==> src/include/sbc_pkg.sv <==
// Package with constants, register map and states of the link self-test control.
// Operation
// RULE_01 - Pin high or control bit starts test
// RULE_02 - Send back-channel writes configuring remote serializer
// RULE_03 - Remote serializer sends continuous full-speed pattern
// RULE_04 - Detect and check pattern on every port
// RULE_05 - Remote serializer counts back-channel CRC errors
// RULE_06 - Lock, pass, line monitor stay working
// RULE_07 - Per-port error counter at offset 0x57
// RULE_08 - Pin mode sends general pin levels
// RULE_09 - Clock code 00 external, else internal
// RULE_10 - Sample general pins on pin rising edge
// RULE_11 - Pass pin pulses low per error
// RULE_12 - Report 0xFF on no lock, cap 0xFE
// RULE_13 - Control bits 7:6 gate outputs
// RULE_14 - Enabled outputs idle LP-11 unless pattern generator
// RULE_15 - Register mode sends clock-source field
// RULE_16 - Clock field captured once at start
// RULE_17 - Software avoids code 11 with parallel serializers
// RULE_18 - Software also routes lock status to pins
// RULE_19 - Registers reachable from local and control channel
// RULE_20 - Counter cleared at start, increments, saturates
package sbc_pkg;
  localparam int NUM_PORTS = 2;
  // Local register offsets.
  localparam logic [7:0] ADDR_PORT_PAGE = 8'h4c;
  localparam logic [7:0] ADDR_ERR_COUNT = 8'h57;
  localparam logic [7:0] ADDR_CONTROL = 8'hb3;
  // Port page register fields.
  localparam int PAGE_RD_LSB = 4;
  localparam logic [7:0] PAGE_MASK = 8'h33;
  localparam logic [7:0] PAGE_RESET = 8'h03;
  // Control register fields.
  localparam int CTL_EN_BIT = 0;
  localparam int CTL_CLK_LSB = 1;
  localparam int CTL_GATE_LSB = 6;
  localparam logic [7:0] CTL_MASK = 8'hc7;
  localparam logic [7:0] CTL_RESET = 8'h00;
  localparam logic [1:0] GATE_OUT_OFF = 2'h0;
  localparam logic [1:0] GATE_OUT_ON = 2'h2;
  localparam logic [1:0] CLK_EXTERNAL = 2'h0;
  // Remote serializer register that takes the self-test setup.
  localparam logic [7:0] SER_ADDR_BIST = 8'h14;
  localparam int SER_EN_BIT = 0;
  localparam int SER_CLK_LSB = 1;
  // Error counter values.
  localparam logic [7:0] ERR_NO_LOCK = 8'hff;
  localparam logic [7:0] ERR_MAX = 8'hfe;
  localparam logic [7:0] ERR_ZERO = 8'h00;
  // Correct bits in a row before the pattern counts as found.
  localparam logic [4:0] PAT_FOUND_BITS = 5'h10;
  // Pattern generator taps, seven-bit sequence.
  localparam int PRBS_TAP_A = 6;
  localparam int PRBS_TAP_B = 5;
  typedef enum logic [3:0] {
    ST_IDLE = 4'b0001,
    ST_START_WR = 4'b0010,
    ST_RUN = 4'b0100,
    ST_STOP_WR = 4'b1000
  } sbc_state_t;
endpackage : sbc_pkg

==> src/sbc_top.sv <==
// Deserializer-side control of the link built-in self test.
`timescale 1ns/1ps
module sbc_top (
  input wire logic clk_i,
  input wire logic rst_i,
  // Self-test pin and two general pins, asynchronous.
  input wire logic link_selftest_pin_i,
  input wire logic [1:0] gpio_level_i,
  // Local register port.
  input wire logic host_req_i,
  input wire logic host_we_i,
  input wire logic [7:0] host_addr_i,
  input wire logic [7:0] host_wdata_i,
  output logic host_ack_o,
  output logic [7:0] host_rdata_o,
  // Register port fed from the link control channel.
  input wire logic cc_req_i,
  input wire logic cc_we_i,
  input wire logic [7:0] cc_addr_i,
  input wire logic [7:0] cc_wdata_i,
  output logic cc_ack_o,
  output logic [7:0] cc_rdata_o,
  // Back-channel write request to the remote serializer.
  output logic bc_wr_valid_o,
  output logic [7:0] bc_wr_addr_o,
  output logic [7:0] bc_wr_data_o,
  input wire logic bc_wr_ready_i,
  // Receive ports, from the link receiver on this clock.
  input wire logic [1:0] rx_lock_i,
  input wire logic [1:0] rx_bit_valid_i,
  input wire logic [1:0] rx_bit_i,
  input wire logic line_monitor_i,
  input wire logic patgen_on_i,
  // Status and gating outputs.
  output logic [1:0] lock_o,
  output logic [1:0] pass_o,
  output logic line_monitor_out_o,
  output logic selftest_active_o,
  output logic out_enable_o,
  output logic csi_lp11_o
);

  localparam int NP = sbc_pkg::NUM_PORTS;

  logic pin_meta;
  logic pin_sync;
  logic pin_prev;
  logic [1:0] gpio_meta;
  logic [1:0] gpio_sync;
  logic pin_rise;
  logic [7:0] port_page;
  logic [7:0] control;
  logic ctl_en;
  logic [1:0] clk_sel;
  logic pin_mode;
  logic start_req;
  logic stop_req;
  logic test_start;
  sbc_pkg::sbc_state_t state;
  logic run;
  logic [7:0] err_count [NP];
  logic [NP-1:0] lock_seen;
  logic [NP-1:0] lock_lost;
  logic [7:0] err_report [NP];
  logic sel_host;
  logic acc_req;
  logic acc_we;
  logic [7:0] acc_addr;
  logic [7:0] acc_wdata;
  logic [7:0] acc_rdata;
  logic [0:0] rd_port;

  // Two-stage synchroniser for the self-test pin, plus its previous level.
  always_ff @(posedge clk_i) begin
    if (rst_i) begin
      pin_meta <= 1'b0;
      pin_sync <= 1'b0;
      pin_prev <= 1'b0;
    end else begin
      pin_meta <= link_selftest_pin_i;
      pin_sync <= pin_meta;
      pin_prev <= pin_sync;
    end
  end

  // Two-stage synchroniser for the general pins that carry the clock code.
  always_ff @(posedge clk_i) begin
    if (rst_i) begin
      gpio_meta <= 2'h0;
      gpio_sync <= 2'h0;
    end else begin
      gpio_meta <= gpio_level_i;
      gpio_sync <= gpio_meta;
    end
  end

  // Rising edge of the synchronised self-test pin; low idle matches reset.
  assign pin_rise = pin_sync & ~pin_prev;

  // Both register ports share one register file; the local port wins a tie.
  assign sel_host = host_req_i; // RULE_19
  assign acc_req = host_req_i | cc_req_i; // RULE_19
  assign acc_we = sel_host ? host_we_i : cc_we_i;
  assign acc_addr = sel_host ? host_addr_i : cc_addr_i;
  assign acc_wdata = sel_host ? host_wdata_i : cc_wdata_i;
  assign rd_port = port_page[sbc_pkg::PAGE_RD_LSB +: 1];

  // Port page register selects which port's error counter a read reaches.
  always_ff @(posedge clk_i) begin
    if (rst_i) begin
      port_page <= sbc_pkg::PAGE_RESET;
    end else if (acc_req && acc_we &&
                 acc_addr == sbc_pkg::ADDR_PORT_PAGE) begin
      port_page <= acc_wdata & sbc_pkg::PAGE_MASK;
    end
  end

  // Control register; software setting the enable bit starts a test.
  always_ff @(posedge clk_i) begin
    if (rst_i) begin
      control <= sbc_pkg::CTL_RESET;
    end else if (acc_req && acc_we &&
                 acc_addr == sbc_pkg::ADDR_CONTROL) begin
      control <= acc_wdata & sbc_pkg::CTL_MASK; // RULE_01
    end
  end

  assign ctl_en = control[sbc_pkg::CTL_EN_BIT];

  // Read data mux over the mapped registers; all else reads zero.
  always_comb begin
    acc_rdata = 8'h00;
    unique case (acc_addr)
      sbc_pkg::ADDR_PORT_PAGE: acc_rdata = port_page;
      sbc_pkg::ADDR_CONTROL: acc_rdata = control;
      sbc_pkg::ADDR_ERR_COUNT: acc_rdata = err_report[rd_port]; // RULE_07
      default: acc_rdata = 8'h00;
    endcase
  end

  // Local register port answers one cycle after the request.
  always_ff @(posedge clk_i) begin
    if (rst_i) begin
      host_ack_o <= 1'b0;
      host_rdata_o <= 8'h00;
    end else begin
      host_ack_o <= host_req_i;
      if (host_req_i && !host_we_i) begin
        host_rdata_o <= acc_rdata;
      end
    end
  end

  // Control-channel port answers likewise, unless the local port won.
  always_ff @(posedge clk_i) begin
    if (rst_i) begin
      cc_ack_o <= 1'b0;
      cc_rdata_o <= 8'h00;
    end else begin
      cc_ack_o <= cc_req_i & ~host_req_i;
      if (cc_req_i && !host_req_i && !cc_we_i) begin
        cc_rdata_o <= acc_rdata;
      end
    end
  end

  // A start comes from the pin edge or the enable bit while idle.
  assign start_req = pin_rise | ctl_en; // RULE_01
  assign stop_req = pin_mode ? ~pin_sync : ~ctl_en;
  assign test_start = (state == sbc_pkg::ST_IDLE) && start_req;
  assign run = (state == sbc_pkg::ST_RUN);

  // Sequencer: set up the serializer, run, then release it.
  always_ff @(posedge clk_i) begin
    if (rst_i) begin
      state <= sbc_pkg::ST_IDLE;
    end else begin
      unique case (state)
        sbc_pkg::ST_IDLE: begin
          if (start_req) begin
            state <= sbc_pkg::ST_START_WR; // RULE_02
          end
        end
        sbc_pkg::ST_START_WR: begin
          if (bc_wr_ready_i) begin
            state <= sbc_pkg::ST_RUN;
          end
        end
        sbc_pkg::ST_RUN: begin
          if (stop_req) begin
            state <= sbc_pkg::ST_STOP_WR;
          end
        end
        sbc_pkg::ST_STOP_WR: begin
          if (bc_wr_ready_i) begin
            state <= sbc_pkg::ST_IDLE;
          end
        end
      endcase
    end
  end

  // Mode and clock code are caught once, at the start of the test.
  always_ff @(posedge clk_i) begin
    if (rst_i) begin
      pin_mode <= 1'b0;
      clk_sel <= sbc_pkg::CLK_EXTERNAL;
    end else if (test_start) begin
      pin_mode <= pin_rise;
      if (pin_rise) begin
        clk_sel <= gpio_sync; // RULE_08 RULE_10
      end else begin
        clk_sel <= control[sbc_pkg::CTL_CLK_LSB +: 2]; // RULE_15 RULE_16
      end
    end
  end

  // Back-channel write of the serializer self-test register.
  always_ff @(posedge clk_i) begin
    if (rst_i) begin
      bc_wr_valid_o <= 1'b0;
      bc_wr_addr_o <= 8'h00;
      bc_wr_data_o <= 8'h00;
    end else if (bc_wr_valid_o && bc_wr_ready_i) begin
      bc_wr_valid_o <= 1'b0;
    end else if (state == sbc_pkg::ST_START_WR && !bc_wr_valid_o) begin
      bc_wr_valid_o <= 1'b1; // RULE_02
      bc_wr_addr_o <= sbc_pkg::SER_ADDR_BIST;
      bc_wr_data_o <= 8'h00;
      bc_wr_data_o[sbc_pkg::SER_CLK_LSB +: 2] <= clk_sel; // RULE_09
      bc_wr_data_o[sbc_pkg::SER_EN_BIT] <= 1'b1;
    end else if (state == sbc_pkg::ST_STOP_WR && !bc_wr_valid_o) begin
      bc_wr_valid_o <= 1'b1;
      bc_wr_addr_o <= sbc_pkg::SER_ADDR_BIST;
      bc_wr_data_o <= 8'h00;
    end
  end

  // Per-port pattern checker, error counter and pass pulse.
  for (genvar p = 0; p < NP; p++) begin : g_port
    logic [6:0] prbs;
    logic [4:0] good_run;
    logic found;
    logic bit_ok;
    logic bit_err;

    assign bit_ok = rx_bit_i[p] == (prbs[sbc_pkg::PRBS_TAP_A] ^
                                    prbs[sbc_pkg::PRBS_TAP_B]);
    assign bit_err = run && found && rx_lock_i[p] && rx_bit_valid_i[p] &&
                     !bit_ok; // RULE_04

    // Self-seeding checker; finds the pattern after a run of good bits.
    always_ff @(posedge clk_i) begin
      if (rst_i || test_start || !rx_lock_i[p]) begin
        prbs <= 7'h00;
        good_run <= 5'h00;
        found <= 1'b0;
      end else if (rx_bit_valid_i[p]) begin
        prbs <= {prbs[5:0], rx_bit_i[p]};
        if (!found) begin
          if (!bit_ok) begin
            good_run <= 5'h00;
          end else if (good_run == sbc_pkg::PAT_FOUND_BITS - 5'h01) begin
            found <= 1'b1; // RULE_04
          end else begin
            good_run <= good_run + 5'h01;
          end
        end
      end
    end

    // Counter cleared at start, counts errors, stops at the maximum.
    always_ff @(posedge clk_i) begin
      if (rst_i || test_start) begin
        err_count[p] <= sbc_pkg::ERR_ZERO; // RULE_20
      end else if (bit_err && err_count[p] != sbc_pkg::ERR_MAX) begin
        err_count[p] <= err_count[p] + 8'h01; // RULE_20 RULE_12
      end
    end

    // Lock history of the current test.
    always_ff @(posedge clk_i) begin
      if (rst_i || test_start) begin
        lock_seen[p] <= 1'b0;
        lock_lost[p] <= 1'b0;
      end else if (run) begin
        if (rx_lock_i[p]) begin
          lock_seen[p] <= 1'b1;
        end else if (lock_seen[p]) begin
          lock_lost[p] <= 1'b1; // RULE_12
        end
      end
    end

    assign err_report[p] = (!lock_seen[p] || lock_lost[p]) ?
                           sbc_pkg::ERR_NO_LOCK : err_count[p]; // RULE_12

    // Pass indication drops for one cycle on each error.
    always_ff @(posedge clk_i) begin
      if (rst_i) begin
        pass_o[p] <= 1'b1;
      end else begin
        pass_o[p] <= ~bit_err; // RULE_11 RULE_06
      end
    end
  end

  // Lock outputs stay live in every state.
  always_ff @(posedge clk_i) begin
    if (rst_i) begin
      lock_o <= 2'h0;
    end else begin
      lock_o <= rx_lock_i; // RULE_06
    end
  end

  // Line monitor output stays live in every state.
  always_ff @(posedge clk_i) begin
    if (rst_i) begin
      line_monitor_out_o <= 1'b0;
    end else begin
      line_monitor_out_o <= line_monitor_i; // RULE_06
    end
  end

  // Test-active flag, registered; rises on the edge that ends the start cycle.
  always_ff @(posedge clk_i) begin
    if (rst_i) begin
      selftest_active_o <= 1'b0;
    end else begin
      selftest_active_o <= (state != sbc_pkg::ST_IDLE) || test_start;
    end
  end

  // Output gating while a test is in progress.
  always_ff @(posedge clk_i) begin
    if (rst_i) begin
      out_enable_o <= 1'b1;
      csi_lp11_o <= 1'b0;
    end else if (state != sbc_pkg::ST_IDLE || test_start) begin
      out_enable_o <= control[sbc_pkg::CTL_GATE_LSB +: 2] ==
                      sbc_pkg::GATE_OUT_ON; // RULE_13
      csi_lp11_o <= ~patgen_on_i; // RULE_14
    end else begin
      out_enable_o <= 1'b1;
      csi_lp11_o <= 1'b0;
    end
  end

endmodule : sbc_top

==> config.mk <==
export PLATFORM = sky130hd
export DESIGN_NAME = sbc_top
export DESIGN_NICKNAME = d
export VERILOG_FILES = /design/src/include/sbc_pkg.sv /design/src/sbc_top.sv
export SDC_FILE = /design/constraint.sdc
export NUM_CORES = 1
export LEC_CHECK = 0
export ABC_AREA = 1
export CAP_MARGIN = 40
export CORE_MARGIN = 1.5
export CORE_UTILIZATION = 45
export DETAILED_ROUTE_END_ITERATION = 10
export DONT_BUFFER_PORTS = 1
export SLEW_MARGIN = 20
export SYNTH_ARGS = -nofsm -noshare
export SYNTH_HDL_FRONTEND = slang
export SYNTH_SLANG_ARGS = --single-unit
==> constraint.sdc <==
create_clock -name clk_i -period 3.62 [get_ports clk_i]
set_clock_uncertainty 0.05 [all_clocks]
set_input_delay 0.724 -clock clk_i [delete_from_list [all_inputs] [get_ports clk_i]]
set_output_delay 0.724 -clock clk_i [all_outputs]
set_load 0.01 [all_outputs]
Word-level counts from Yosys, hierarchy flattened

Memories as Yosys holds them, arrays and structs flattened.
Index checks and enable logic that the tools add are counted.

Bitwise logic cells: 22
Multiply operators: 0
Divide/modulo/power cells: 0
Mux-type cells: 42
$add $sub $neg: 4
Equality and inequality tests: 21
Order comparisons: 1
Shift operators: 0
Reductions and logical operators: 47

Operators by type and width:

| cell                  | count |
|---|---|
| $mux W8               | 13 |
| $pmux W8 S3           | 1 |
| $logic_and A1 B1 Y1   | 20 |
| $mux W5               | 4 |
| $mux W1               | 18 |
| $add A8 B1 Y8 const B | 2 |
| $eq A8 B7 Y1 const B  | 2 |
| $mux W4               | 4 |
| $ne A8 B8 Y1 const B  | 2 |
| $pmux W4 S4           | 1 |
| $not A1 Y1            | 13 |
| $ne A2 B2 Y1 const B  | 6 |
| $reduce_and A3 Y1     | 4 |
| $add A5 B1 Y5 const B | 2 |
| $eq A5 B4 Y1 const B  | 2 |
| $logic_not A1 Y1      | 10 |
| $eq A8 B8 Y1 const B  | 1 |
| $logic_or A1 B1 Y1    | 6 |
| $reduce_and A2 Y1     | 3 |
| $eq A4 B1 Y1 const B  | 1 |
| $eq A4 B2 Y1 const B  | 1 |
| $eq A4 B3 Y1 const B  | 1 |
| $eq A4 B4 Y1 const B  | 1 |
| $ne A4 B1 Y1 const B  | 1 |
| other kinds (11)      | 18 |

Bits in read-only memories: 0
Flip-flop bits (word level): 96
Bits in latches: 0
Bits in writable memories: 16
Memories: 1
Word-level logic and storage cells: 172

Memory list:

| memory    | words | bits a word | rd ports | clocked after memory_dff | wr ports | line          | text |
|---|---|---|---|---|---|---|---|
| err_count | 2     | 8           | 2        | 0                        | 2        | sbc_top.sv:61 | `logic [7:0] err_count [NP];` |

Logic depth before layout (Yosys ltp)

Depth in word-level cells: 10
Mapped depth: 12

Least setup slack after synthesis

No wires, ideal clock.

Path type: input-to-reg
Start: in rx_bit_valid_i[0]
End: mem err_count[0][0] (enable)
Stages on the path: 5
Path buffers: 1
Required time: 3.241 ns
Arrival: 1.460 ns
Library setup time: 0.329 ns
Setup slack: 1.781 ns
Path through: buf_2 -> nand2_1 -> nor3_2 -> nand2_1 -> nand2_1

RTL lines:

| element         | line          | text |
|---|---|---|
| start, declared | sbc_top.sv:30 | `input wire logic [1:0] rx_bit_valid_i,` |
| end, declared   | sbc_top.sv:61 |  |

==> metrics.txt <==
vias=3916; power density cells=around 410 nW/um^2; # nets final=between 700 and 800; CTS tree=yes; Post-Route Setup TNS=0 ns; DP Area=slightly below 5000 um^2; Slew Viols, Final=0; Worst Path Arrival=around 1.9 ns; top post-synthesis cells by area=dfxtp_1 (35%), nand2_1 (13%), edfxtp_1 (9.9%), inv_1 (6.5%), nor2_1 (4.9%); type of origin of the critical path=flip-flop; # IOs=93; Post-Synthesis Cells=roughly 650; DPL Wire Length=~7200 um; Peak VDD IR=0.183 mV; Post-CTS Hold Fix Bufs=0; Port Buffers=0; CP peak stage delay=about 0.34 ns; total congestion overflow=0; fmax=approximately 530 MHz; die height=around 110 um; initial antenna violation count=0; Final ANT Viol Nets=0; EDFF count, synth=16; Rows=37; Clock Tree Root=clkbuf_8; number of buffers created by CTS=9; critical path class=reg -> reg; fin crit period=roughly 1.9 ns; Clock Sinks=100; layout cells sized above 1=under 10%; critical path's most frequent cell=nand2_1; first-pass GRT wire length=roughly 16000 um; asr flop ratio synth=0%; Synth Warn #=0; Max clock buf depth=2; cell taking the most area after synthesis=dfxtp_1; Slowest-stage cell, CP=dfxtp_1; vias per inst=4.97; leak pwr=about 2.2 nW; worst path cell trace=nor2_2 > inv_2 > nor3_4 > nand2_1 > nor3_2 > nand2_1 > nand2_1; number of synthesized register bits=100; vias in the first global route=approximately 3600; Post-CTS Setup Repair Bufs=0; grt met1 use=a little under a quarter; antenna fix cells=0; Relative slew margins=49.6%; first-pass iteration count of the detailed router=4; die span in x=107 um; DR DRC count=0; Initial Util=a little under half; die area=around 11000 um^2; area share of the largest cell type after synthesis=34.6%; hold slack=0.357 ns; Setup WS pre-CTS=1.58 ns; Area Growth Syn to Fin=5.14%; Post-Route WL=around 9800 um; Fin. Hold Viols=0; largest net degree at the start of global routing=33; Crit path required time=roughly 3.6 ns; post-synth cell types=35; post-layout util=49.1%; Placeable Area=~10000 um^2; starting DRC count in detailed routing=~190; commonest non-fill, non-tap cell in the layout=nand2_1; commonest cells after routing, fill and taps aside=nand2_1 (173), inv_1 (84), dfxtp_1 (84); Avg Inst Size Synth=approximately 7.5 um^2; peak fanout along the critical path=8; clock-pin slew on the worst setup and hold paths=0.09 ns; WL per Instance=between 10 and 15 um; Tcrit/Tclk final=between 50 and 60%; Max-Cap Viols=0; Max H-tree Level=3; CP endpoint kind=flip-flop; final non-filler cell area=just over 5000 um^2; final setup violation count=0; clk_lat worst skew=0.36 ns; final worst setup slack=1.72 ns; Seq/Total Area, Yosys=around 44%; GP Congestion=between 0.7 and 0.8; Synth Flop Type=dfxtp_1; GR peak layer=met2; GRT Resource Usage Total=between 15 and 20%; CTS resizes=0; HP Class=reg -> reg; met3 Use GR=3.71%; M2 GR Usage=29.4%; RSZ-0062 raised after global routing=no; status=finished clean; synthesized cell area=~5000 um^2; Slew @ Worst Pin=between 0.7 and 0.8 ns
[cells by family (layout without fill, tap and decap cells)]
group	after synthesis	after routing	share of synthesized area [%]
buf+inv	115	105	10.3
mux	5	5	1.03
xor+xnor	20	20	3.60
simple gates	324	324	29.7
flops	100	100	44.4
fa+ha+maj	8	8	2.06
compound gates	79	79	8.87
other cells	1	11	0.0770
[final timing paths]
| path | start | cells after the start | slack [ns] | to |
|---|---|---|---|---|
| max | state[0]$_SDFFE_PP1P_ | 7 | 1.72 | err_count[0][2]$_SDFFCE_PN0P_ |
| min | pin_meta$_SDFF_PP0_ | 2 | 0.36 | pin_sync$_SDFF_PP0_ |
| max reg2reg | state[0]$_SDFFE_PP1P_ | 7 | 1.72 | err_count[0][2]$_SDFFCE_PN0P_ |
| min reg2reg | pin_meta$_SDFF_PP0_ | 2 | 0.36 | pin_sync$_SDFF_PP0_ |
[metrics by stage]
stage / power, mW / std cells
floorplan: 1.39 / 662
global placement: 1.40 / 771
detailed placement: 1.40 / 772
CTS: 2.13 / 788
global route: 2.20 / 788
finish: 2.10 / 788
[synthesized netlist by cell type, types with 3 or more instances]
master	instances
nand2_1	173
dfxtp_1	84
inv_1	84
nor2_1	63
a21oi_1	41
nand3_1	41
o21ai_0	25
edfxtp_1	16
xor2_1	15
buf_4	14
nand4_1	10
ha_1	8
nor2_2	8
nor3_1	7
buf_2	6
clkbuf_1	6
nand2_2	6
a21oi_2	5
mux2i_1	5
nor2_4	5
o21a_1	5
xnor2_1	5
inv_2	3
nand3_2	3
[final cells by class]
| cell class | count | area (um^2) |
|---|---|---|
| inverter | 88 | 332 |
| tap | 136 | 170 |
| clock inverter | 3 | 23.8 |
| multi-input combinational | 447 | 2240 |
| fill | 1065 | 5300 |
| clock buffer | 13 | 180 |
| sequential | 100 | 2160 |
| timing repair buffer | 1 | 7.51 |
[flip-flops by register name, summed over array words and instances, names as in the netlist, 3 cells and up]
name and flops:
g_port.good_run 10, g_port.prbs 14, host_rdata_o 8, bc_wr_data_o 3, port_page 4, err_count 16
state 4, cc_rdata_o 8, control 5
[routing by layer]
metal / share of wire, % / wire length [um]
met2: 46 / 4550
met4: 1.8 / 177
met5: 0 / 0
met1: 46 / 4560
met3: 5.6 / 554
[report_power, final]
group	internal, mW	switching, mW	leakage, nW	total, mW
Sequential	1.17	0.0384	0.851	1.21
Clock	0.335	0.387	0.106	0.722
Combinational	0.0535	0.116	1.21	0.169
[critical path, delay by kind of cell (launching register included)]
kind	cells	cell delay, ns
and+or+nand+nor	6	1.13
buffers and inverters	1	0.05
DFF	1	0.34
Note: power is estimated with default switching activity, not from simulation.
